File: config.mk
export PLATFORM = sky130hd
export DESIGN_NAME = rcc_reset_cause_classifier
export DESIGN_NICKNAME = d
export VERILOG_FILES = /design/src/design/rcc_pkg.sv /design/src/design/rcc_reset_cause_classifier.sv
export SDC_FILE = /design/constraint.sdc
export NUM_CORES = 1
export LEC_CHECK = 0
export ABC_CLOCK_PERIOD_IN_PS = 6900
export BUFFER_PORTS_ARGS = -buffer_cell sky130_fd_sc_hd__buf_4
export CORE_ASPECT_RATIO = 1.25
export CORE_UTILIZATION = 30
export DETAILED_ROUTE_END_ITERATION = 6
export PLACE_DENSITY = 0.57
export SLEW_MARGIN = 20
export SYNTH_ARGS = -nofsm -noshare
export SYNTH_HDL_FRONTEND = slang
export SYNTH_SLANG_ARGS = --single-unit
File: constraint.sdc
create_clock -name clk -period 6.9 [get_ports clk]
set_input_delay 0 -clock clk [delete_from_list [all_inputs] [get_ports clk]]
set_output_delay 0 -clock clk [all_outputs]
set_load 0.01 [all_outputs]
File: src/design/rcc_pkg.sv
/*
  Package for the reset cause classifier: register map, field layout,
  reset types, sequencer states and timing constants.
  Assumes a single 50 MHz suspend-well clock.
*/
package rcc_pkg;

  // ----------------------------------------------------------------
  // register map (byte addresses)
  // ----------------------------------------------------------------
  localparam logic [11:0] RCC_OFS_RESET_CONTROL = 12'hcf9;
  localparam logic [11:0] RCC_OFS_STATUS        = 12'hd00;
  localparam logic [11:0] RCC_OFS_CONFIG        = 12'hd04;

  // reset_control fields
  // bit 0: the 06h and 0Eh commands never set it themselves
  localparam int RCC_BIT_GLOBAL    = 0;
  localparam int RCC_BIT_RESET_CPU = 2;
  localparam int RCC_BIT_FULL      = 3;
  localparam logic [7:0] RCC_CMD_HOST_PLAIN = 8'h06;
  localparam logic [7:0] RCC_CMD_HOST_CYCLE = 8'h0e;
  localparam logic [7:0] RCC_RESET_CONTROL_INIT = 8'h00;

  // config fields
  localparam int RCC_CFG_DEEP_EN = 0;
  localparam logic [1:0] RCC_CONFIG_INIT = 2'h0;

  // ----------------------------------------------------------------
  // timing
  // ----------------------------------------------------------------
  localparam longint RCC_CLK_HZ       = 50000000;
  localparam longint RCC_TIMEOUT_MS   = 4000;
  localparam longint RCC_TIMEOUT_CYC  = RCC_CLK_HZ / 1000 * RCC_TIMEOUT_MS;
  localparam longint RCC_OVERRIDE_MS  = 4000;
  localparam longint RCC_OVERRIDE_CYC = RCC_CLK_HZ / 1000 * RCC_OVERRIDE_MS;
  localparam int     RCC_ASSERT_CYC   = 16;

  // ----------------------------------------------------------------
  // types
  // ----------------------------------------------------------------
  typedef enum logic [2:0] {
    RCC_RT_NONE  = 3'h0,
    RCC_RT_HOST  = 3'h1,
    RCC_RT_CYCLE = 3'h2,
    RCC_RT_SOFT  = 3'h3,
    RCC_RT_GLOB  = 3'h4
  } rcc_type_e;

  typedef enum logic [5:0] {
    RCC_ST_IDLE  = 6'h01,
    RCC_ST_WARN  = 6'h02,
    RCC_ST_RESET = 6'h04,
    RCC_ST_OFF   = 6'h08,
    RCC_ST_DEEP  = 6'h10,
    RCC_ST_WAKE  = 6'h20
  } rcc_state_e;

  // grouped trigger inputs
  typedef struct packed {
    logic smbCycle;
    logic smbPlain;
    logic smbPowerDown;
    logic watchdogSecond;
    logic thermalSensor;
    logic mgmtHostPlain;
    logic mgmtHostCycle;
    logic mgmtGlobal;
    logic mgmtOverride;
    logic mgmtWatchdog;
    logic mgmtHwError;
    logic mgmtHostPowerDown;
    logic pmWatchdog;
    logic cpuShutdown;
  } rcc_trig_s;

  // sleep-state context
  typedef struct packed {
    logic working;
    logic sleeping;
    logic softwareSleep;
    logic deepAllowed;
    logic wakeEvent;
  } rcc_ctx_s;

endpackage : rcc_pkg

File: src/design/rcc_reset_cause_classifier.sv
/*
  Reset cause classifier: ranks triggers, runs warning and reset sequence.
  Assumes async pins, one-cycle clk triggers, AXI4-Lite registers.
*/
// The AXI4-Lite register port is this design's own decision.
//
// Overview of operation
// - 0Eh write, global clear: cycled host reset
// - 06h write, global clear: plain host reset
// - 06h/0Eh with global set: global reset
// - reset button: bit 3 picks cycle
// - second watchdog expiry: plain host reset
// - power-good failures give global reset; system power good only while working
// - cpu thermal trip: soft-off, platform reset
// - catastrophic internal temperature: soft-off
// - power button override hold: soft-off
// - cpu shutdown cycle follows control bits
// - management requests map directly
// - watchdog or hardware error: soft-off
// - host power down waits for wake
// - sequence timeout or cpu power stuck: global
// - plain host reset dropped while asleep
// - cycled reset in software sleep skips warning
// - global reset: no warning, no delay
// - missing acknowledge escalates to global
// - soft-off enters deep sleep when allowed
// - warn cpu, assert reset after acknowledge
// - acknowledge timeout after four seconds
// - soft-off holds host until wake
`timescale 1ns/1ps
`default_nettype none

module rcc_reset_cause_classifier
  import rcc_pkg::*;
#(
  parameter longint TIMEOUT_CYC  = RCC_TIMEOUT_CYC,
  parameter longint OVERRIDE_CYC = RCC_OVERRIDE_CYC
) (
  input  wire logic        clk,
  input  wire logic        resetn,
  // axi4-lite slave
  input  wire logic [11:0] s_axi_awaddr,
  input  wire logic        s_axi_awvalid,
  output var  logic        s_axi_awready,
  input  wire logic [31:0] s_axi_wdata,
  input  wire logic [3:0]  s_axi_wstrb,
  input  wire logic        s_axi_wvalid,
  output var  logic        s_axi_wready,
  output var  logic [1:0]  s_axi_bresp,
  output var  logic        s_axi_bvalid,
  input  wire logic        s_axi_bready,
  input  wire logic [11:0] s_axi_araddr,
  input  wire logic        s_axi_arvalid,
  output var  logic        s_axi_arready,
  output var  logic [31:0] s_axi_rdata,
  output var  logic [1:0]  s_axi_rresp,
  output var  logic        s_axi_rvalid,
  input  wire logic        s_axi_rready,
  // pins
  input  wire logic        system_reset_button_n,
  input  wire logic        main_power_good,
  input  wire logic        deep_well_power_good,
  input  wire logic        system_power_good,
  input  wire logic        cpu_thermal_trip_n,
  input  wire logic        cpu_power_good,
  input  wire logic        power_button_n,
  // same-clock triggers and context
  input  wire rcc_trig_s   trig,
  input  wire rcc_ctx_s    ctx,
  // processor handshake
  output var  logic        resetWarn,
  input  wire logic        resetAck,
  // results
  output var  logic        platform_reset_n,
  output var  logic        powerCycle,
  output var  logic        hostOff,
  output var  logic        deep_sleep_state,
  output var  logic [2:0]  lastType
);

  // --------------------
  // pin synchronisers: three flops, change counted when 2 and 3 agree
  // --------------------
  localparam int NPIN = 7;
  logic [NPIN-1:0] pinRaw;
  logic [NPIN-1:0] sync1;
  logic [NPIN-1:0] sync2;
  logic [NPIN-1:0] sync3;
  logic [NPIN-1:0] pinState;
  assign pinRaw = {power_button_n, cpu_power_good, cpu_thermal_trip_n, system_power_good,
                   deep_well_power_good, main_power_good, system_reset_button_n};

  genvar gi;
  generate
    for (gi = 0; gi < NPIN; gi++) begin : g_sync
      always_ff @(posedge clk or negedge resetn) begin
        if (!resetn) begin
          sync1[gi]    <= 1'b1;
          sync2[gi]    <= 1'b1;
          sync3[gi]    <= 1'b1;
          pinState[gi] <= 1'b1;
        end else begin
          sync1[gi] <= pinRaw[gi];
          sync2[gi] <= sync1[gi];
          sync3[gi] <= sync2[gi];
          if (sync2[gi] == sync3[gi]) begin
            pinState[gi] <= sync3[gi];
          end
        end
      end
    end
  endgenerate

  logic [NPIN-1:0] pinPrev;
  always_ff @(posedge clk or negedge resetn) begin
    if (!resetn) begin
      pinPrev <= '1;
    end else begin
      pinPrev <= pinState;
    end
  end

  wire [NPIN-1:0] pinFall = pinPrev & ~pinState;
  wire buttonFall  = pinFall[0];
  wire mainFail    = pinFall[1];
  wire deepFail    = pinFall[2];
  wire sysFail     = pinFall[3];
  wire thermFall   = pinFall[4];
  wire cpuPgLow    = ~pinState[5];
  wire pwrBtnLow   = ~pinState[6];

  // --------------------
  // axi4-lite slave
  // --------------------
  logic [7:0]  resetControl;
  logic [1:0]  config_q;
  logic        haveAw;
  logic        haveW;
  logic [11:0] awAddr;
  logic [31:0] wData;
  logic [3:0]  wStrb;

  wire wrFire  = haveAw && haveW && !s_axi_bvalid;
  wire wrCtl   = wrFire && (awAddr == RCC_OFS_RESET_CONTROL);
  wire wrCfg   = wrFire && (awAddr == RCC_OFS_CONFIG);
  wire wrKnown = wrCtl || wrCfg;
  // byte address cf9 sits in lane 1 of its word; accept lane 0 too
  wire [7:0] ctlByte = wStrb[1] ? wData[15:8] : wData[7:0];
  wire ctlLane = wStrb[1] || wStrb[0];
  wire ctlWr   = wrCtl && ctlLane;

  always_ff @(posedge clk or negedge resetn) begin
    if (!resetn) begin
      haveAw        <= 1'b0;
      haveW         <= 1'b0;
      awAddr        <= '0;
      wData         <= '0;
      wStrb         <= '0;
      s_axi_awready <= 1'b0;
      s_axi_wready  <= 1'b0;
      s_axi_bvalid  <= 1'b0;
      s_axi_bresp   <= 2'h0;
    end else begin
      s_axi_awready <= !haveAw && !s_axi_awready && s_axi_awvalid;
      s_axi_wready  <= !haveW && !s_axi_wready && s_axi_wvalid;
      if (s_axi_awvalid && s_axi_awready) begin
        haveAw <= 1'b1;
        awAddr <= s_axi_awaddr;
      end
      if (s_axi_wvalid && s_axi_wready) begin
        haveW <= 1'b1;
        wData <= s_axi_wdata;
        wStrb <= s_axi_wstrb;
      end
      if (wrFire) begin
        haveAw       <= 1'b0;
        haveW        <= 1'b0;
        s_axi_bvalid <= 1'b1;
        s_axi_bresp  <= wrKnown ? 2'h0 : 2'h2;
      end else if (s_axi_bvalid && s_axi_bready) begin
        s_axi_bvalid <= 1'b0;
      end
    end
  end

  // reset_control keeps its value; bit 2 is always written as 0 and never reads back set
  always_ff @(posedge clk or negedge resetn) begin
    if (!resetn) begin
      resetControl <= RCC_RESET_CONTROL_INIT;
      config_q     <= RCC_CONFIG_INIT;
    end else begin
      if (ctlWr) begin
        resetControl <= ctlByte & ~(8'h1 << RCC_BIT_RESET_CPU);
      end
      if (wrCfg && wStrb[0]) begin
        config_q <= wData[1:0];
      end
    end
  end

  // read side
  rcc_state_e  state;
  wire rdCtl = s_axi_araddr == RCC_OFS_RESET_CONTROL;
  wire rdSt  = s_axi_araddr == RCC_OFS_STATUS;
  wire rdCfg = s_axi_araddr == RCC_OFS_CONFIG;
  wire [31:0] rdMux = rdCtl ? {16'h0, resetControl, resetControl} :
                      rdSt  ? {16'h0, 2'h0, state, 5'h0, lastType} :
                      rdCfg ? {30'h0, config_q} : 32'h0;

  always_ff @(posedge clk or negedge resetn) begin
    if (!resetn) begin
      s_axi_arready <= 1'b0;
      s_axi_rvalid  <= 1'b0;
      s_axi_rdata   <= '0;
      s_axi_rresp   <= 2'h0;
    end else begin
      s_axi_arready <= s_axi_arvalid && !s_axi_arready && !s_axi_rvalid;
      if (s_axi_arvalid && s_axi_arready) begin
        s_axi_rvalid <= 1'b1;
        s_axi_rdata  <= rdMux;
        s_axi_rresp  <= (rdCtl || rdSt || rdCfg) ? 2'h0 : 2'h2;
      end else if (s_axi_rvalid && s_axi_rready) begin
        s_axi_rvalid <= 1'b0;
      end
    end
  end

  // --------------------
  // trigger classification
  // --------------------
  wire globalBit = resetControl[RCC_BIT_GLOBAL];
  wire fullBit   = resetControl[RCC_BIT_FULL];
  wire cfCycle = ctlWr && ctlByte == RCC_CMD_HOST_CYCLE;
  wire cfPlain = ctlWr && ctlByte == RCC_CMD_HOST_PLAIN;
  wire cfGlob  = (cfCycle || cfPlain) && globalBit;

  logic [$clog2(OVERRIDE_CYC+1)-1:0] btnCnt;
  wire btnHit = pwrBtnLow && btnCnt == ($bits(btnCnt))'(OVERRIDE_CYC - 1);
  always_ff @(posedge clk or negedge resetn) begin
    if (!resetn) begin
      btnCnt <= '0;
    end else if (!pwrBtnLow) begin
      btnCnt <= '0;
    end else if (btnCnt != ($bits(btnCnt))'(OVERRIDE_CYC)) begin
      btnCnt <= btnCnt + 1'b1;
    end
  end

  // sequence timer shared by warning wait and reset entry
  logic [$clog2(TIMEOUT_CYC+1)-1:0] seqCnt;
  wire seqTimeout = seqCnt == ($bits(seqCnt))'(TIMEOUT_CYC - 1);

  // button and shutdown cycle follow control bits
  wire shutGlob = trig.cpuShutdown && globalBit;
  wire shutHost = trig.cpuShutdown && !globalBit;

  wire reqGlob = cfGlob || mainFail || deepFail || (sysFail && ctx.working)
               || shutGlob || trig.mgmtGlobal || (seqTimeout && state == RCC_ST_RESET)
               || (cpuPgLow && ctx.working);
  wire reqSoft = trig.smbPowerDown || thermFall || trig.thermalSensor || btnHit
               || trig.mgmtOverride || trig.mgmtWatchdog || trig.mgmtHwError
               || trig.pmWatchdog;
  // host power down is a cycled reset that waits for wake
  wire reqCycle = (cfCycle && !globalBit) || (buttonFall && fullBit) || trig.smbCycle
               || (shutHost && fullBit) || trig.mgmtHostCycle || trig.mgmtHostPowerDown;
  // plain host reset dropped while asleep
  wire reqPlain = ((cfPlain && !globalBit) || (buttonFall && !fullBit) || trig.smbPlain
               || trig.watchdogSecond || (shutHost && !fullBit) || trig.mgmtHostPlain)
               && !ctx.sleeping;

  wire rcc_type_e reqType = reqGlob  ? RCC_RT_GLOB  :
                            reqSoft  ? RCC_RT_SOFT  :
                            reqCycle ? RCC_RT_CYCLE :
                            reqPlain ? RCC_RT_HOST  : RCC_RT_NONE;

  // --------------------
  // sequencer
  // --------------------
  rcc_state_e next_state;
  logic [4:0] holdCnt;
  logic       waitWake;
  wire holdDone = holdCnt == 5'(RCC_ASSERT_CYC - 1);
  wire busy     = state == RCC_ST_WARN || state == RCC_ST_RESET;
  // global and soft-off pre-empt any sequence under way
  wire preempt  = reqType == RCC_RT_GLOB || reqType == RCC_RT_SOFT;
  wire skipWarn = ctx.softwareSleep;

  always_comb begin
    next_state = state;
    unique case (state)
      RCC_ST_IDLE, RCC_ST_WAKE: begin
        if (reqType == RCC_RT_GLOB || reqType == RCC_RT_SOFT) begin
          next_state = RCC_ST_RESET;
        end else if (reqType != RCC_RT_NONE) begin
          next_state = skipWarn ? RCC_ST_RESET : RCC_ST_WARN;
        end
      end
      RCC_ST_WARN: begin
        if (preempt || resetAck || seqTimeout) begin
          next_state = RCC_ST_RESET;
        end
      end
      RCC_ST_RESET: begin
        if (preempt) begin
          next_state = RCC_ST_RESET;
        end else if (holdDone) begin
          next_state = (lastType == RCC_RT_SOFT || waitWake) ? RCC_ST_OFF : RCC_ST_IDLE;
        end
      end
      RCC_ST_OFF: begin
        // deep sleep when enabled and allowed
        if (ctx.wakeEvent) begin
          next_state = RCC_ST_IDLE;
        end else if (config_q[RCC_CFG_DEEP_EN] && ctx.deepAllowed && lastType == RCC_RT_SOFT) begin
          next_state = RCC_ST_DEEP;
        end
      end
      RCC_ST_DEEP: begin
        if (ctx.wakeEvent) begin
          next_state = RCC_ST_IDLE;
        end
      end
    endcase
  end

  wire enterReset = next_state == RCC_ST_RESET && (state != RCC_ST_RESET || preempt);
  wire startSeq   = (state == RCC_ST_IDLE || state == RCC_ST_WAKE) && next_state != state;

  always_ff @(posedge clk or negedge resetn) begin
    if (!resetn) begin
      state    <= RCC_ST_IDLE;
      lastType <= RCC_RT_NONE;
      waitWake <= 1'b0;
      seqCnt   <= '0;
      holdCnt  <= '0;
    end else begin
      state <= next_state;
      if (startSeq) begin
        lastType <= reqType;
        waitWake <= trig.mgmtHostPowerDown && reqType == RCC_RT_CYCLE;
      end else if (state == RCC_ST_WARN && !resetAck && seqTimeout && !preempt) begin
        lastType <= RCC_RT_GLOB;
      end else if (busy && preempt) begin
        lastType <= reqType;
      end
      seqCnt  <= (startSeq || next_state != state || next_state == RCC_ST_IDLE) ? '0
                 : seqCnt + 1'b1;
      holdCnt <= enterReset ? '0 : (state == RCC_ST_RESET ? holdCnt + 1'b1 : '0);
    end
  end

  // --------------------
  // registered outputs
  // --------------------
  always_ff @(posedge clk or negedge resetn) begin
    if (!resetn) begin
      resetWarn        <= 1'b0;
      platform_reset_n <= 1'b0;
      powerCycle       <= 1'b0;
      hostOff          <= 1'b0;
      deep_sleep_state <= 1'b0;
    end else begin
      resetWarn        <= next_state == RCC_ST_WARN;
      platform_reset_n <= !(next_state == RCC_ST_RESET || next_state == RCC_ST_OFF
                            || next_state == RCC_ST_DEEP);
      powerCycle       <= next_state == RCC_ST_RESET && lastType != RCC_RT_HOST && !startSeq
                          || (startSeq && reqType != RCC_RT_HOST && next_state == RCC_ST_RESET);
      hostOff          <= next_state == RCC_ST_OFF || next_state == RCC_ST_DEEP;
      deep_sleep_state <= next_state == RCC_ST_DEEP;
    end
  end

endmodule : rcc_reset_cause_classifier

`default_nettype wire

# After elaboration in Yosys (flattened, before gate mapping)
# Cells that the tools add are included.
[word_totals] register_bits=191 word_cells=246 inputBits=94
[op_classes] reduce_logical=110 addsub=3 n_eq_ne=37 bitwise_logic=4 mux=37
[op_table] op="$mux W28" n=3
[op_table] op="$eq A12 B12 Y1 const B" n=5
[op_table] op="$add A28 B1 Y28 const B" n=2
[op_table] op="$eq A28 B28 Y1 const B" n=2
[op_table] op="$mux W6" n=8
[op_table] op="$logic_and A1 B1 Y1" n=46
[op_table] op="$logic_or A1 B1 Y1" n=42
[op_table] op="$pmux W6 S5" n=1
[op_table] op="$ne A28 B28 Y1 const B" n=1
[op_table] op="$mux W16" n=1
[op_table] op="$mux W3" n=5
[op_table] op="$logic_not A1 Y1" n=14
[op_table] op="$mux W14" n=1
[op_table] op="$eq A6 B1 Y1 const B" n=2
[op_table] op="$eq A6 B2 Y1 const B" n=2
[op_table] op="$eq A6 B3 Y1 const B" n=2
[op_table] op="$eq A6 B4 Y1 const B" n=2
[op_table] op="$eq A6 B5 Y1 const B" n=2
[op_table] op="$mux W2" n=5
[op_table] op="$mux W5" n=2
[op_table] op="$reduce_bool A2 Y1" n=5
[op_table] op="$eq A3 B2 Y1 const B" n=3
[op_table] op="$mux W1" n=9
[op_table] op="$eq A8 B3 Y1 const B" n=1
[op_table] op="16 further kinds" n=25

# Longest topological paths before layout
# Gate-level depths: netlist of run 1.
[depth] depth_word=27 depth_mapped=13 depth_no_buf=12

# Worst setup path after synthesis of run 1
# OpenSTA, ideal clock, no wires.
[synth_path] path_type="flip-flop to flip-flop" start="register s_axi_bvalid" end="register lastType[0]" stages_incl_launch_ff=10 slack_ns=3.954 setup_time_ns=0.125 arrival_ns=2.822 n_path_buf=0 period_less_slack_ns=2.946 path_cell_list="dfrtp_1 -> nand3b_1 -> nor4_1 -> and3_1 -> a21oi_1 -> o211ai_1 -> mux2_2 -> nor4_1 -> a21oi_2 -> mux2_2"
[synth_between] elab_chain_cells=25 elab_cells_between_ends=52 cone_classes="3 x eq/ne; 12 x mux; 37 x reduce/logical"
[synth_lines] item="start: declaration" line_no="rcc_reset_cause_classifier.sv:50" text="output var logic s_axi_bvalid,"
[synth_lines] item="start signal: assignment" line_no="rcc_reset_cause_classifier.sv:161" text="s_axi_bvalid <= 1'b0;"
[synth_lines] item="start signal: assignment" line_no="rcc_reset_cause_classifier.sv:178" text="s_axi_bvalid <= 1'b1;"
[synth_lines] item="start signal: assignment" line_no="rcc_reset_cause_classifier.sv:181" text="s_axi_bvalid <= 1'b0;"
[synth_lines] item="$logic_not A1 Y1 *" line_no="rcc_reset_cause_classifier.sv:143" text="wire wrFire = haveAw && haveW && !s_axi_bvalid;"
[synth_lines] item="$logic_and A1 B1 Y1 *" line_no="rcc_reset_cause_classifier.sv:143"
[synth_lines] item="$logic_and A1 B1 Y1 *" line_no="rcc_reset_cause_classifier.sv:144" text="wire wrCtl = wrFire && (awAddr == RCC_OFS_RESET_CONTROL);"
[synth_lines] item="$logic_and A1 B1 Y1 *" line_no="rcc_reset_cause_classifier.sv:150" text="wire ctlWr = wrCtl && ctlLane;"
[synth_lines] item="$logic_and A1 B1 Y1" line_no="rcc_reset_cause_classifier.sv:234" text="wire cfPlain = ctlWr && ctlByte == RCC_CMD_HOST_PLAIN;"
[synth_lines] item="$logic_and A1 B1 Y1" line_no="rcc_reset_cause_classifier.sv:267" text="wire reqPlain = ((cfPlain && !globalBit) || (buttonFall && !fullBit) || trig.smbPlain"
[synth_lines] item="$logic_or A1 B1 Y1 (2 in series)" line_no="rcc_reset_cause_classifier.sv:267"
[synth_lines] item="$logic_or A1 B1 Y1 (3 in series)" line_no="rcc_reset_cause_classifier.sv:268" text="|| trig.watchdogSecond || (shutHost && !fullBit) || trig.mgmtHostPlain)"
[synth_lines] item="[... 5 more ...]"
[synth_lines] item="$eq A3 B3 Y1 / $eq A3 B2 Y1 (equally long branches)" line_no="rcc_reset_cause_classifier.sv:285, rcc_reset_cause_classifier.sv:292"
[synth_lines] item="$logic_or A1 B1 Y1" line_no="rcc_reset_cause_classifier.sv:285, rcc_reset_cause_classifier.sv:292"
[synth_lines] item="$logic_or A1 B1 Y1 (2 in series)" line_no="rcc_reset_cause_classifier.sv:299" text="if (preempt || resetAck || seqTimeout) begin"
[synth_lines] item="$mux W6" line_no="rcc_reset_cause_classifier.sv:299"
[synth_lines] item="$pmux W6 S5" line_no="rcc_reset_cause_classifier.sv:290" text="unique case (state)"
[synth_lines] item="$ne A6 B6 Y1" line_no="rcc_reset_cause_classifier.sv:327" text="wire startSeq = (state == RCC_ST_IDLE || state == RCC_ST_WAKE) && next_state != state;"
[synth_lines] item="$logic_and A1 B1 Y1" line_no="rcc_reset_cause_classifier.sv:327"
[synth_lines] item="$reduce_bool A3 Y1 (no line) / $mux W3 (equally long branches)"
[synth_lines] item="end signal: assignment" line_no="rcc_reset_cause_classifier.sv:339" text="lastType <= reqType;"
[synth_lines] item="end signal: assignment" line_no="rcc_reset_cause_classifier.sv:344" text="lastType <= reqType;"
[synth_lines] item="end: declaration" line_no="rcc_reset_cause_classifier.sv:78" text="output var logic [2:0] lastType"
# Every way passes the cells marked *; elsewhere a longest branch is shown, timed or not. The select of a mux whose other input is x is not followed.
# A chain may end at the register's enable or synchronous reset.

# Final worst setup path of run 1
[layout_path] start="register s_axi_bvalid" end="register lastType[2]"
# The elaborated chain is that of the path after synthesis.

==> results.toml, run 1 <==
[route]
detailroute.via_count = 5740
drt-vias-per-instance = 4.66
detailed_router_s_first_iteration_violation_count = 327
route.detailed.wl_per_inst_um = 13.8
routed_wirelength_mm = 17.0
detail-route-antenna-nets = 0
drc = 0
drtPass1Iterations = 4

[pwr]
power.net_switching_w = 0.000657
power_density_nw_per_um2 = 248
power.share.sequential_pct = 50.3
static-leakage-power_nw = 4.41
peak_vdd_ir_v = 0.000175
power.share.switching_pct = 26.4
power_report.internal_total_w = 0.00183
combinationalPowerShare_pct = 14.4
clk_network_pwr_share_pct = 35.3

[final_layout]
antenna_cells_inserted = 0
post_route_cells_drive_above_1_share_pct = 25.1
areaGrowthSynthToFinish_pct = 26.0
most-common-layout-cells = "sky130_fd_sc_hd__dfrtp_1 (137), sky130_fd_sc_hd__buf_4 (107), sky130_fd_sc_hd__nor2_1 (103)"
finish.net_count = 979
mostFrequentLayoutCell = "sky130_fd_sc_hd__dfrtp_1"

[clocking]
insertion_delay_ns = 0.44
clock-sinks = 171
clock_tree_from_tritoncts = "yes"
clock_tree.root_cell = "sky130_fd_sc_hd__clkbuf_16"
post_cts_resize_count = 0
post-cts-setup-buffer-count = 0
clock_tree.buffer_depth = 2
cts.hold.buffers_added = 47
cts-buffers-inserted = 17
cts.clk_slew.worst_paths_ns = 0.07
htreeDepth = 4

[worst_hold_path]
hold_class = "input port to flip-flop"
hold_path.startpoint = "s_axi_araddr[1]"
min_delay_path_depth = 5
timing.hold.worst_endpoint = "s_axi_rresp[1]$_DFFE_PN0P_"

[setup_path]
crit_slowest_cell = "sky130_fd_sc_hd__nor4_1"
cp.depth = 9
timing.rr.end = "lastType[2]$_DFFE_PN0P_"
timing.critical_path.to_type = "flip-flop"
critical_path.cell_chain = "nand3b_1, nor4_1, and3_1, a21oi_1, o211ai_1, mux2_2, nor4_1, a21oi_2, mux2_2"
critPathRequiredTime_ns = 7.22
worstPathMaxFanout = 9
critical_path_s_top_delay_family = "simple AND/OR/NAND/NOR gates"
reg2regPathDepth = 9
critical_path.reg2reg.startpoint = "s_axi_bvalid$_DFFE_PN0P_"
critical_path_arrival_ns = 3.85
timing.critical_path.slowest_cell_delay_ns = 0.62
timing.critical_path.from_type = "flip-flop"
reg2reg_setup_slack_ns = 3.37
criticalPathCategory = "flip-flop to flip-flop"
worstPathBufferInverterCount = 0

[grt]
grt_overflow = 0
pin_count_of_the_biggest_net_entering_global_routing = 73
grt_antenna_before_repair = 0
first_global_vias = 5607
grt_first_pass_wirelength_mm = 28.0
track_usage_pct = 13.0

[timing]
drv_slew = 0
timing_hold_violations_final = 0
max_slew.worst_pin.slew_ns = 0.968
final_period_util_pct = 51.2
rsz0062_at_grt = "no"
finClkSkew_ns = 0.00780
fin_tns_setup_ns = 0
final.min_clock_period_ns = 3.53
fin_ws_ns = 3.37
maxClockFrequency_mhz = 283
slew-limit-headroom_pct = 34.8
fin_worst_hold_slack_ns = 0.0286
timing.final.setup_violations = 0

[yosys]
synth-async-reset-ratio_pct = 100
ys_ff_latch = 171
syn-instance-count = 728
synth_area_sq_um = 7950
number_of_distinct_library_cells_after_synthesis = 69
avg_inst_size_synth_sq_um = 10.9
count_of_flip_flops_with_a_built_in_enable_after_synthesis = 0
synthesis.yosys.warnings = 0
ys_dominant_reg_cell = "sky130_fd_sc_hd__dfrtp_1"
ys_seq_area_share_pct = 54.4

[floorplan]
io_pins = 143
die_height_um = 184
row_count = 66
die_width_um = 148
coreArea_sq_um = 26000
die_area_sq_um = 27200
floorplan.initialDensity_pct = 30.6

[placement]
buffer_ports.inserted = 106
pre_cts_ws_ns = 3.40
gpl.final_weighted_congestion = 0.780
hpwlAfterDp_mm = 11.9

[outcome]
outcome = "completed"

[run]
timing.max_cap.violations = 0
## flip-flops by register name, summed over array words and instances (netlist names), 3 cells and up
register,cells
sync3,7
sync1,7
btnCnt,28
pinPrev,5
seqCnt,28
s_axi_rdata,14
sync2,7
lastType,3
awAddr,12
holdCnt,5
wData,16
pinState,7
state,6
resetControl,7
## layout make-up
cell class	instances	area (sq um)
Clock buffer	20	447
Clock inverter	12	87.6
Fill cell	2594	16000
Timing Repair Buffer	155	1280
Sequential cell	171	4320
Tap cell	340	425
Multi-Input combinational cell	516	3380
Inverter	19	71.3
## how the worst max path moves through the flow
stage	startpoint	end	slack [ns]
3_5_place_dp	s_axi_bvalid$_DFFE_PN0P_	seqCnt[10]$_DFF_PN0_	3.40
3_3_place_gp	s_axi_bvalid$_DFFE_PN0P_	lastType[1]$_DFFE_PN0P_	3.46
5_1_grt	pinState[6]$_DFFE_PN1N_	seqCnt[1]$_DFF_PN0_	3.14
2_1_floorplan	s_axi_bvalid$_DFFE_PN0P_	lastType[0]$_DFFE_PN0P_	3.95
4_1_cts	s_axi_bvalid$_DFFE_PN0P_	seqCnt[10]$_DFF_PN0_	3.36
6_report	s_axi_bvalid$_DFFE_PN0P_	lastType[2]$_DFFE_PN0P_	3.37
## metrics by stage
stage	area [sq um]	util (%)	total power, W	std cells
after floorplan	8020	-	0.00147	745
after global placement	9020	34.7	0.00160	1154
after detailed placement	9020	34.7	0.00161	1154
after CTS	10000	38.5	0.00253	1233
after global routing	10000	38.5	0.00262	1233
final	10000	38.5	0.00249	1233
## metal layers
layer | vias up | wire length [um] | global-route usage [%]
met5 | - | 0 | 0
met4 | 0 | 325 | 5.48
met3 | 23 | 634 | 3.10
met2 | 101 | 8370 | 20.9
met1 | 2799 | 7640 | 16.7
li1 | 2817 | - | -
## kinds of logic (layout without fill, tap and decap cells)
| logic type | after synthesis | count (layout) | share of synthesized area (%) |
|---|---|---|---|
| buffers and inverters | 58 | 206 | 3.89 |
| and+or+nand+nor | 308 | 308 | 20.5 |
| muxes | 45 | 45 | 6.23 |
| AOI/OAI and AO/OA | 80 | 80 | 7.29 |
| xor gates and xnor gates | 53 | 53 | 6.07 |
| adders and majority gates | 12 | 12 | 1.67 |
| other | 1 | 18 | 0.0472 |
| DFF | 171 | 171 | 54.4 |
## cells in the mapped netlist, types with 4 or more instances
| master | instances | area [sq um] |
|---|---|---|
| sky130_fd_sc_hd__nand2_1 | 58 | 218 |
| sky130_fd_sc_hd__nor2_1 | 103 | 387 |
| sky130_fd_sc_hd__nor4_1 | 7 | 43.8 |
| sky130_fd_sc_hd__xnor2_1 | 18 | 158 |
| sky130_fd_sc_hd__nor3_1 | 12 | 60.1 |
| sky130_fd_sc_hd__clkbuf_1 | 13 | 48.8 |
| sky130_fd_sc_hd__and2_1 | 4 | 25.0 |
| sky130_fd_sc_hd__nand4_1 | 13 | 81.3 |
| sky130_fd_sc_hd__maj3_1 | 7 | 70.1 |
| sky130_fd_sc_hd__and3_1 | 15 | 93.8 |
| sky130_fd_sc_hd__mux2_2 | 36 | 405 |
| sky130_fd_sc_hd__mux2i_1 | 9 | 90.1 |
| sky130_fd_sc_hd__nand4b_1 | 4 | 35.0 |
| sky130_fd_sc_hd__and4_1 | 7 | 61.3 |
| sky130_fd_sc_hd__a21oi_1 | 19 | 95.1 |
| sky130_fd_sc_hd__nor4bb_1 | 6 | 60.1 |
| sky130_fd_sc_hd__inv_1 | 19 | 71.3 |
| sky130_fd_sc_hd__ha_1 | 5 | 62.6 |
| sky130_fd_sc_hd__nor4b_1 | 8 | 70.1 |
| sky130_fd_sc_hd__nand3_1 | 32 | 160 |
| sky130_fd_sc_hd__nand3b_1 | 7 | 52.6 |
| sky130_fd_sc_hd__dfrtp_1 | 137 | 3430 |
| sky130_fd_sc_hd__or3_1 | 4 | 25.0 |
| sky130_fd_sc_hd__dfstp_2 | 34 | 893 |
| sky130_fd_sc_hd__nor2b_1 | 7 | 43.8 |
| sky130_fd_sc_hd__a31oi_1 | 6 | 37.5 |
| sky130_fd_sc_hd__a221oi_1 | 4 | 35.0 |
| sky130_fd_sc_hd__o21ai_0 | 16 | 80.1 |
| sky130_fd_sc_hd__o211ai_1 | 4 | 30.0 |
| sky130_fd_sc_hd__nor3b_1 | 7 | 52.6 |
| sky130_fd_sc_hd__xor2_1 | 34 | 298 |
| sky130_fd_sc_hd__buf_4 | 20 | 150 |
## power groups by stage
stage / sequential, W / clock [W] / combinational [W]
after global routing: 0.00127 / 0.000944 / 0.000397
after detailed placement: 0.00127 / 0 / 0.000343
after CTS: 0.00125 / 0.000908 / 0.000366
final: 0.00125 / 0.000877 / 0.000358
after floorplan: 0.00124 / 0 / 0.000229
after global placement: 0.00127 / 0 / 0.000337
## tightest hold or removal path, delay by kind of cell
family | cells | cell delay, ns
buffers and inverters | 1 | 0.08
AND/OR/NAND/NOR | 4 | 0.36
No activity file was read; power rests on OpenSTA's default activity.
==> inputs of run 2 (changes only) <==
- ABC_CLOCK_PERIOD_IN_PS: 6900 -> 3400
- clock period: 6.9 -> 3.4 ns (I/O delays scaled with it)
==> results.toml, run 2 (synthesis results as in run 1) <==
[timing]
drv_slew = 0
maxClockFrequency_mhz = 320
timing_hold_violations_final = 0
rsz0062_at_grt = "no"
timing.final.setup_violations = 0
fin_tns_setup_ns = 0
final.min_clock_period_ns = 3.12
finClkSkew_ns = 0.0123
slew-limit-headroom_pct = 44.4
max_slew.worst_pin.slew_ns = 0.833
fin_ws_ns = 0.278
final_period_util_pct = 91.8

[route]
routed_wirelength_mm = 17.6
drc = 0
route.detailed.wl_per_inst_um = 14.1
drt-vias-per-instance = 4.65
detail-route-antenna-nets = 0
drtPass1Iterations = 4
detailroute.via_count = 5811
detailed_router_s_first_iteration_violation_count = 257

[floorplan]
io_pins = 143
row_count = 66
die_height_um = 184
die_width_um = 148
die_area_sq_um = 27200
floorplan.initialDensity_pct = 30.6
coreArea_sq_um = 26000

[setup_path]
criticalPathCategory = "flip-flop to flip-flop"
reg2regPathDepth = 9
critical_path_arrival_ns = 3.43
worstPathMaxFanout = 7
timing.critical_path.to_type = "flip-flop"
timing.critical_path.slowest_cell_delay_ns = 0.55
crit_slowest_cell = "sky130_fd_sc_hd__dfstp_2"
critical_path.reg2reg.startpoint = "pinState[4]$_DFFE_PN1N_"
worstPathBufferInverterCount = 1
reg2reg_setup_slack_ns = 0.28
timing.critical_path.from_type = "flip-flop"
timing.rr.end = "lastType[2]$_DFFE_PN0P_"
critical_path_s_top_delay_family = "compound AO/OA/AOI/OAI gates"
critPathRequiredTime_ns = 3.71
critical_path.cell_chain = "inv_1, a2111oi_4, o21ai_2, nor4_4, a21oi_1, o32a_4, xnor2_4, a21oi_2, mux2_2"

[clocking]
clock_tree.root_cell = "sky130_fd_sc_hd__clkbuf_16"
cts-buffers-inserted = 17
post_cts_resize_count = 0
clock_tree.buffer_depth = 2
insertion_delay_ns = 0.43
cts.hold.buffers_added = 47
post-cts-setup-buffer-count = 0
htreeDepth = 4
cts.clk_slew.worst_paths_ns = 0.07
clock-sinks = 171
clock_tree_from_tritoncts = "yes"

[worst_hold_path]
hold_path.startpoint = "s_axi_araddr[1]"
min_delay_path_depth = 5
hold_class = "input port to flip-flop"
timing.hold.worst_endpoint = "s_axi_rresp[1]$_DFFE_PN0P_"

[run]
timing.max_cap.violations = 0

[final_layout]
mostFrequentLayoutCell = "sky130_fd_sc_hd__dfrtp_1"
finish.net_count = 995
stdcell_area_sq_um = 10200
most-common-layout-cells = "sky130_fd_sc_hd__dfrtp_1 (137), sky130_fd_sc_hd__buf_4 (122), sky130_fd_sc_hd__nor2_1 (103)"
areaGrowthSynthToFinish_pct = 28.4
filler_cell_count = 2590
utilization_pct = 39.2
antenna_cells_inserted = 0
reg_top3 = "btnCnt: 28 flops, seqCnt: 28 flops, wData: 16 flops"
post_route_cells_drive_above_1_share_pct = 26.6

[grt]
grt_overflow = 0
grt_first_pass_wirelength_mm = 29.0
pin_count_of_the_biggest_net_entering_global_routing = 88
grt_antenna_before_repair = 0
first_global_vias = 5826
track_usage_pct = 13.5

[placement]
buffer_ports.inserted = 106
pre_cts_ws_ns = 0.265
hpwlAfterDp_mm = 12.5
post_dp_cell_area_sq_um = 9150
gpl.final_weighted_congestion = 0.867

[pwr]
power_density_nw_per_um2 = 510
power_report.internal_total_w = 0.00382
power.net_switching_w = 0.00139
combinationalPowerShare_pct = 14.8
static-leakage-power_nw = 4.52
power.share.sequential_pct = 48.3
peak_vdd_ir_v = 0.000347
clk_network_pwr_share_pct = 36.9
power.share.switching_pct = 26.7
report.power.total_w = 0.00521

[outcome]
outcome = "completed"
-- run 2: power groups by stage --
| stage | clock network (W) | registers [W] | logic [W] |
|---|---|---|---|
| floorplan | 0 | 0.00251 | 0.000465 |
| global placement | 0 | 0.00255 | 0.000732 |
| detailed placement | 0 | 0.00256 | 0.000741 |
| CTS | 0.00198 | 0.00252 | 0.000787 |
| global route | 0.00207 | 0.00256 | 0.000854 |
| finish | 0.00192 | 0.00252 | 0.000770 |
-- run 2: how the worst max path moves through the flow --
stage / startpoint / endpoint / slack [ns] / depth (start not counted)
after floorplan: s_axi_bvalid$_DFFE_PN0P_ / lastType[0]$_DFFE_PN0P_ / 0.45 / 9
final: pinState[4]$_DFFE_PN1N_ / lastType[2]$_DFFE_PN0P_ / 0.28 / 9
after detailed placement: pinState[4]$_DFFE_PN1N_ / lastType[2]$_DFFE_PN0P_ / 0.26 / 9
after CTS: pinState[4]$_DFFE_PN1N_ / lastType[2]$_DFFE_PN0P_ / 0.25 / 9
after global routing: pinState[4]$_DFFE_PN1N_ / lastType[2]$_DFFE_PN0P_ / 0.12 / 9
after global placement: pinState[4]$_DFFE_PN1N_ / lastType[1]$_DFFE_PN0P_ / 0.27 / 9
-- run 2: routing by layer --
metal / share of wire (%) / global-route usage [%] / vias to the layer above
li1: - / - / 2853
met1: 43 / 16.2 / 2820
met2: 52 / 23.3 / 114
met3: 3.6 / 2.98 / 24
met4: 1.7 / 5.03 / 0
met5: 0 / 0 / -
-- run 2: layout make-up --
| cell class | instances | area, sq um | share of cell area [%] |
|---|---|---|---|
| sequential | 171 | 4320 | 42.3 |
| multi-input combinational | 516 | 3380 | 33.2 |
| timing repair buffer | 171 | 1420 | 13.9 |
| clock buffer | 19 | 475 | 4.66 |
| tap | 340 | 425 | 4.17 |
| clock inverter | 13 | 113 | 1.10 |
| inverter | 19 | 71.3 | 0.699 |
-- run 2: worst register-to-register path, cell delays in order (launching register included) --
cell and delay (ns):
sky130_fd_sc_hd__dfstp_2 0.55, sky130_fd_sc_hd__inv_1 0.06, sky130_fd_sc_hd__a2111oi_4 0.39, sky130_fd_sc_hd__o21ai_2 0.22
sky130_fd_sc_hd__nor4_4 0.50, sky130_fd_sc_hd__a21oi_1 0.15, sky130_fd_sc_hd__o32a_4 0.37, sky130_fd_sc_hd__xnor2_4 0.16
sky130_fd_sc_hd__a21oi_2 0.25, sky130_fd_sc_hd__mux2_2 0.37
-- run 2: through the flow --
stage / std cells / hold slack (ns)
6_report: 1249 / 0.0267
5_1_grt: 1249 / 0.0375
4_1_cts: 1249 / 0.00859
3_5_place_dp: 1170 / 0.109
3_3_place_gp: 1170 / 0.109
2_1_floorplan: 745 / -0.296
==> inputs of run 3 (changes only) <==
==> constraint.sdc (replaced) <==
create_clock -name clk -period 3.4 [get_ports clk]
set_input_delay 0.34 -clock clk [delete_from_list [all_inputs] [get_ports clk]]
set_output_delay 0.34 -clock clk [all_outputs]
set_load 0.01 [all_outputs]
==> results.toml, run 3 (synthesis results as in run 1) <==
[worst_hold_path]
timing.hold.worst_endpoint = "s_axi_rvalid$_DFFE_PN0P_"
hold_class = "input port to flip-flop"
min_delay_path_depth = 2
hold_path.startpoint = "s_axi_rready"

[timing]
max_slew.worst_pin.slew_ns = 0.760
slew-limit-headroom_pct = 48.9
drv_slew = 0
fin_ws_ns = 0.276
finClkSkew_ns = 0.0106
final.min_clock_period_ns = 3.12
rsz0062_at_grt = "no"
timing_hold_violations_final = 0
fin_tns_setup_ns = 0
fin_worst_hold_slack_ns = 0.0889
final_period_util_pct = 91.9
timing.final.setup_violations = 0
maxClockFrequency_mhz = 320

[setup_path]
timing.critical_path.slowest_cell_delay_ns = 0.48
critPathRequiredTime_ns = 3.71
timing.rr.end = "seqCnt[24]$_DFF_PN0_"
critical_path.reg2reg.startpoint = "btnCnt[1]$_DFFE_PN0P_"
timing.critical_path.from_type = "flip-flop"
worstPathMaxFanout = 28
critical_path_s_top_delay_family = "compound AO/OA/AOI/OAI gates"
reg2regPathDepth = 13
worstPathBufferInverterCount = 3
path_common_cell = "sky130_fd_sc_hd__buf_4"
criticalPathCategory = "flip-flop to flip-flop"
critical_path_arrival_ns = 3.44
reg2reg_setup_slack_ns = 0.28
crit_slowest_cell = "sky130_fd_sc_hd__a2111o_1"
critical_path.cell_chain = "ha_1, and4_1, nand4_1, o21ai_2, buf_4, a211oi_2, buf_4, a32oi_1, o211ai_1, a2111o_1, nand3_4, buf_12, nor2_1"
timing.critical_path.to_type = "flip-flop"

[route]
drc = 0
routed_wirelength_mm = 16.8
drtPass1Iterations = 6
route.detailed.wl_per_inst_um = 13.8
drt-vias-per-instance = 4.67
detailed_router_s_first_iteration_violation_count = 300
detailroute.via_count = 5667
detail-route-antenna-nets = 0

[final_layout]
most-common-layout-cells = "sky130_fd_sc_hd__dfrtp_1 (137), sky130_fd_sc_hd__buf_4 (124), sky130_fd_sc_hd__nor2_1 (103)"
antenna_cells_inserted = 0
filler_cell_count = 2551
areaGrowthSynthToFinish_pct = 24.1
finish.net_count = 959
reg_top3 = "btnCnt: 28 flops, seqCnt: 28 flops, wData: 16 flops"
mostFrequentLayoutCell = "sky130_fd_sc_hd__dfrtp_1"
post_route_cells_drive_above_1_share_pct = 28.1
instances_no_fill = 1213

[grt]
pin_count_of_the_biggest_net_entering_global_routing = 77
first_global_vias = 5474
grt_overflow = 0
grt_first_pass_wirelength_mm = 27.9
track_usage_pct = 13.0
grt_antenna_before_repair = 0

[clocking]
clock_tree.root_cell = "sky130_fd_sc_hd__clkbuf_16"
clock_tree.buffer_depth = 2
clock-sinks = 171
htreeDepth = 4
clock_tree_from_tritoncts = "yes"
cts-buffers-inserted = 17
cts.clk_slew.worst_paths_ns = 0.07
insertion_delay_ns = 0.43

[floorplan]
io_pins = 143
die_width_um = 148
die_height_um = 184
floorplan.initialDensity_pct = 30.6
row_count = 66
coreArea_sq_um = 26000
die_area_sq_um = 27200

[pwr]
peak_vdd_ir_v = 0.000400
static-leakage-power_nw = 4.39
power_density_nw_per_um2 = 528

[run]
timing.max_cap.violations = 0

[placement]
hpwlAfterDp_mm = 12.2
gpl.final_weighted_congestion = 0.848
dp_cells = 1171
pre_cts_ws_ns = 0.212
buffer_ports.inserted = 106

[outcome]
outcome = "completed"
-- run 3: worst max path at each step --
| stage | from | endpoint | cells after the start |
|---|---|---|---|
| after floorplan | s_axi_bvalid$_DFFE_PN0P_ | lastType[0]$_DFFE_PN0P_ | 9 |
| after global routing | btnCnt[11]$_DFFE_PN0P_ | seqCnt[12]$_DFF_PN0_ | 12 |
| final | btnCnt[1]$_DFFE_PN0P_ | seqCnt[24]$_DFF_PN0_ | 13 |
| after CTS | btnCnt[1]$_DFFE_PN0P_ | seqCnt[9]$_DFF_PN0_ | 13 |
| after global placement | trig[9] | lastType[1]$_DFFE_PN0P_ | 11 |
| after detailed placement | trig[9] | lastType[0]$_DFFE_PN0P_ | 11 |
-- run 3: cell type report --
| type | count | area (sq um) | share of cell area, % |
|---|---|---|---|
| Timing Repair Buffer | 135 | 1060 | 10.8 |
| Inverter | 19 | 71.3 | 0.723 |
| Multi-Input combinational cell | 516 | 3380 | 34.3 |
| Clock inverter | 12 | 121 | 1.23 |
| Sequential cell | 171 | 4320 | 43.8 |
| Clock buffer | 20 | 478 | 4.85 |
| Tap cell | 340 | 425 | 4.31 |
-- run 3: metal layers --
metal	routed length, um	track usage, %
met4	266	4.82
met5	0	0
met3	657	3.03
met2	8350	20.9
met1	7500	17.0
-- run 3: through the flow --
| step | utilization (%) | power (W) | cell area (sq um) |
|---|---|---|---|
| after detailed placement | 35.3 | 0.00330 | 9170 |
| after CTS | 37.9 | 0.00529 | 9850 |
| after global placement | 35.3 | 0.00328 | 9170 |
| final | 37.9 | 0.00520 | 9860 |
| after global routing | 37.9 | 0.00547 | 9860 |
| after floorplan | - | 0.00297 | 8020 |
-- run 3: report_power, final --
part | leakage [nW] | total (W) | switching, W | internal (W)
Sequential | 2.15 | 0.00252 | 0.000190 | 0.00233
Combinational | 1.94 | 0.000731 | 0.000315 | 0.000416
Clock | 0.301 | 0.00196 | 0.000845 | 0.00111
Total | 4.39 | 0.00520 | 0.00135 | 0.00385
-- run 3: timing repair --
action	CTS	global route
gates resized for setup	0	0
hold buffers	8	0
hold endpoints to repair	66	0
endpoints found under the setup margin	0	3
setup buffers	0	2
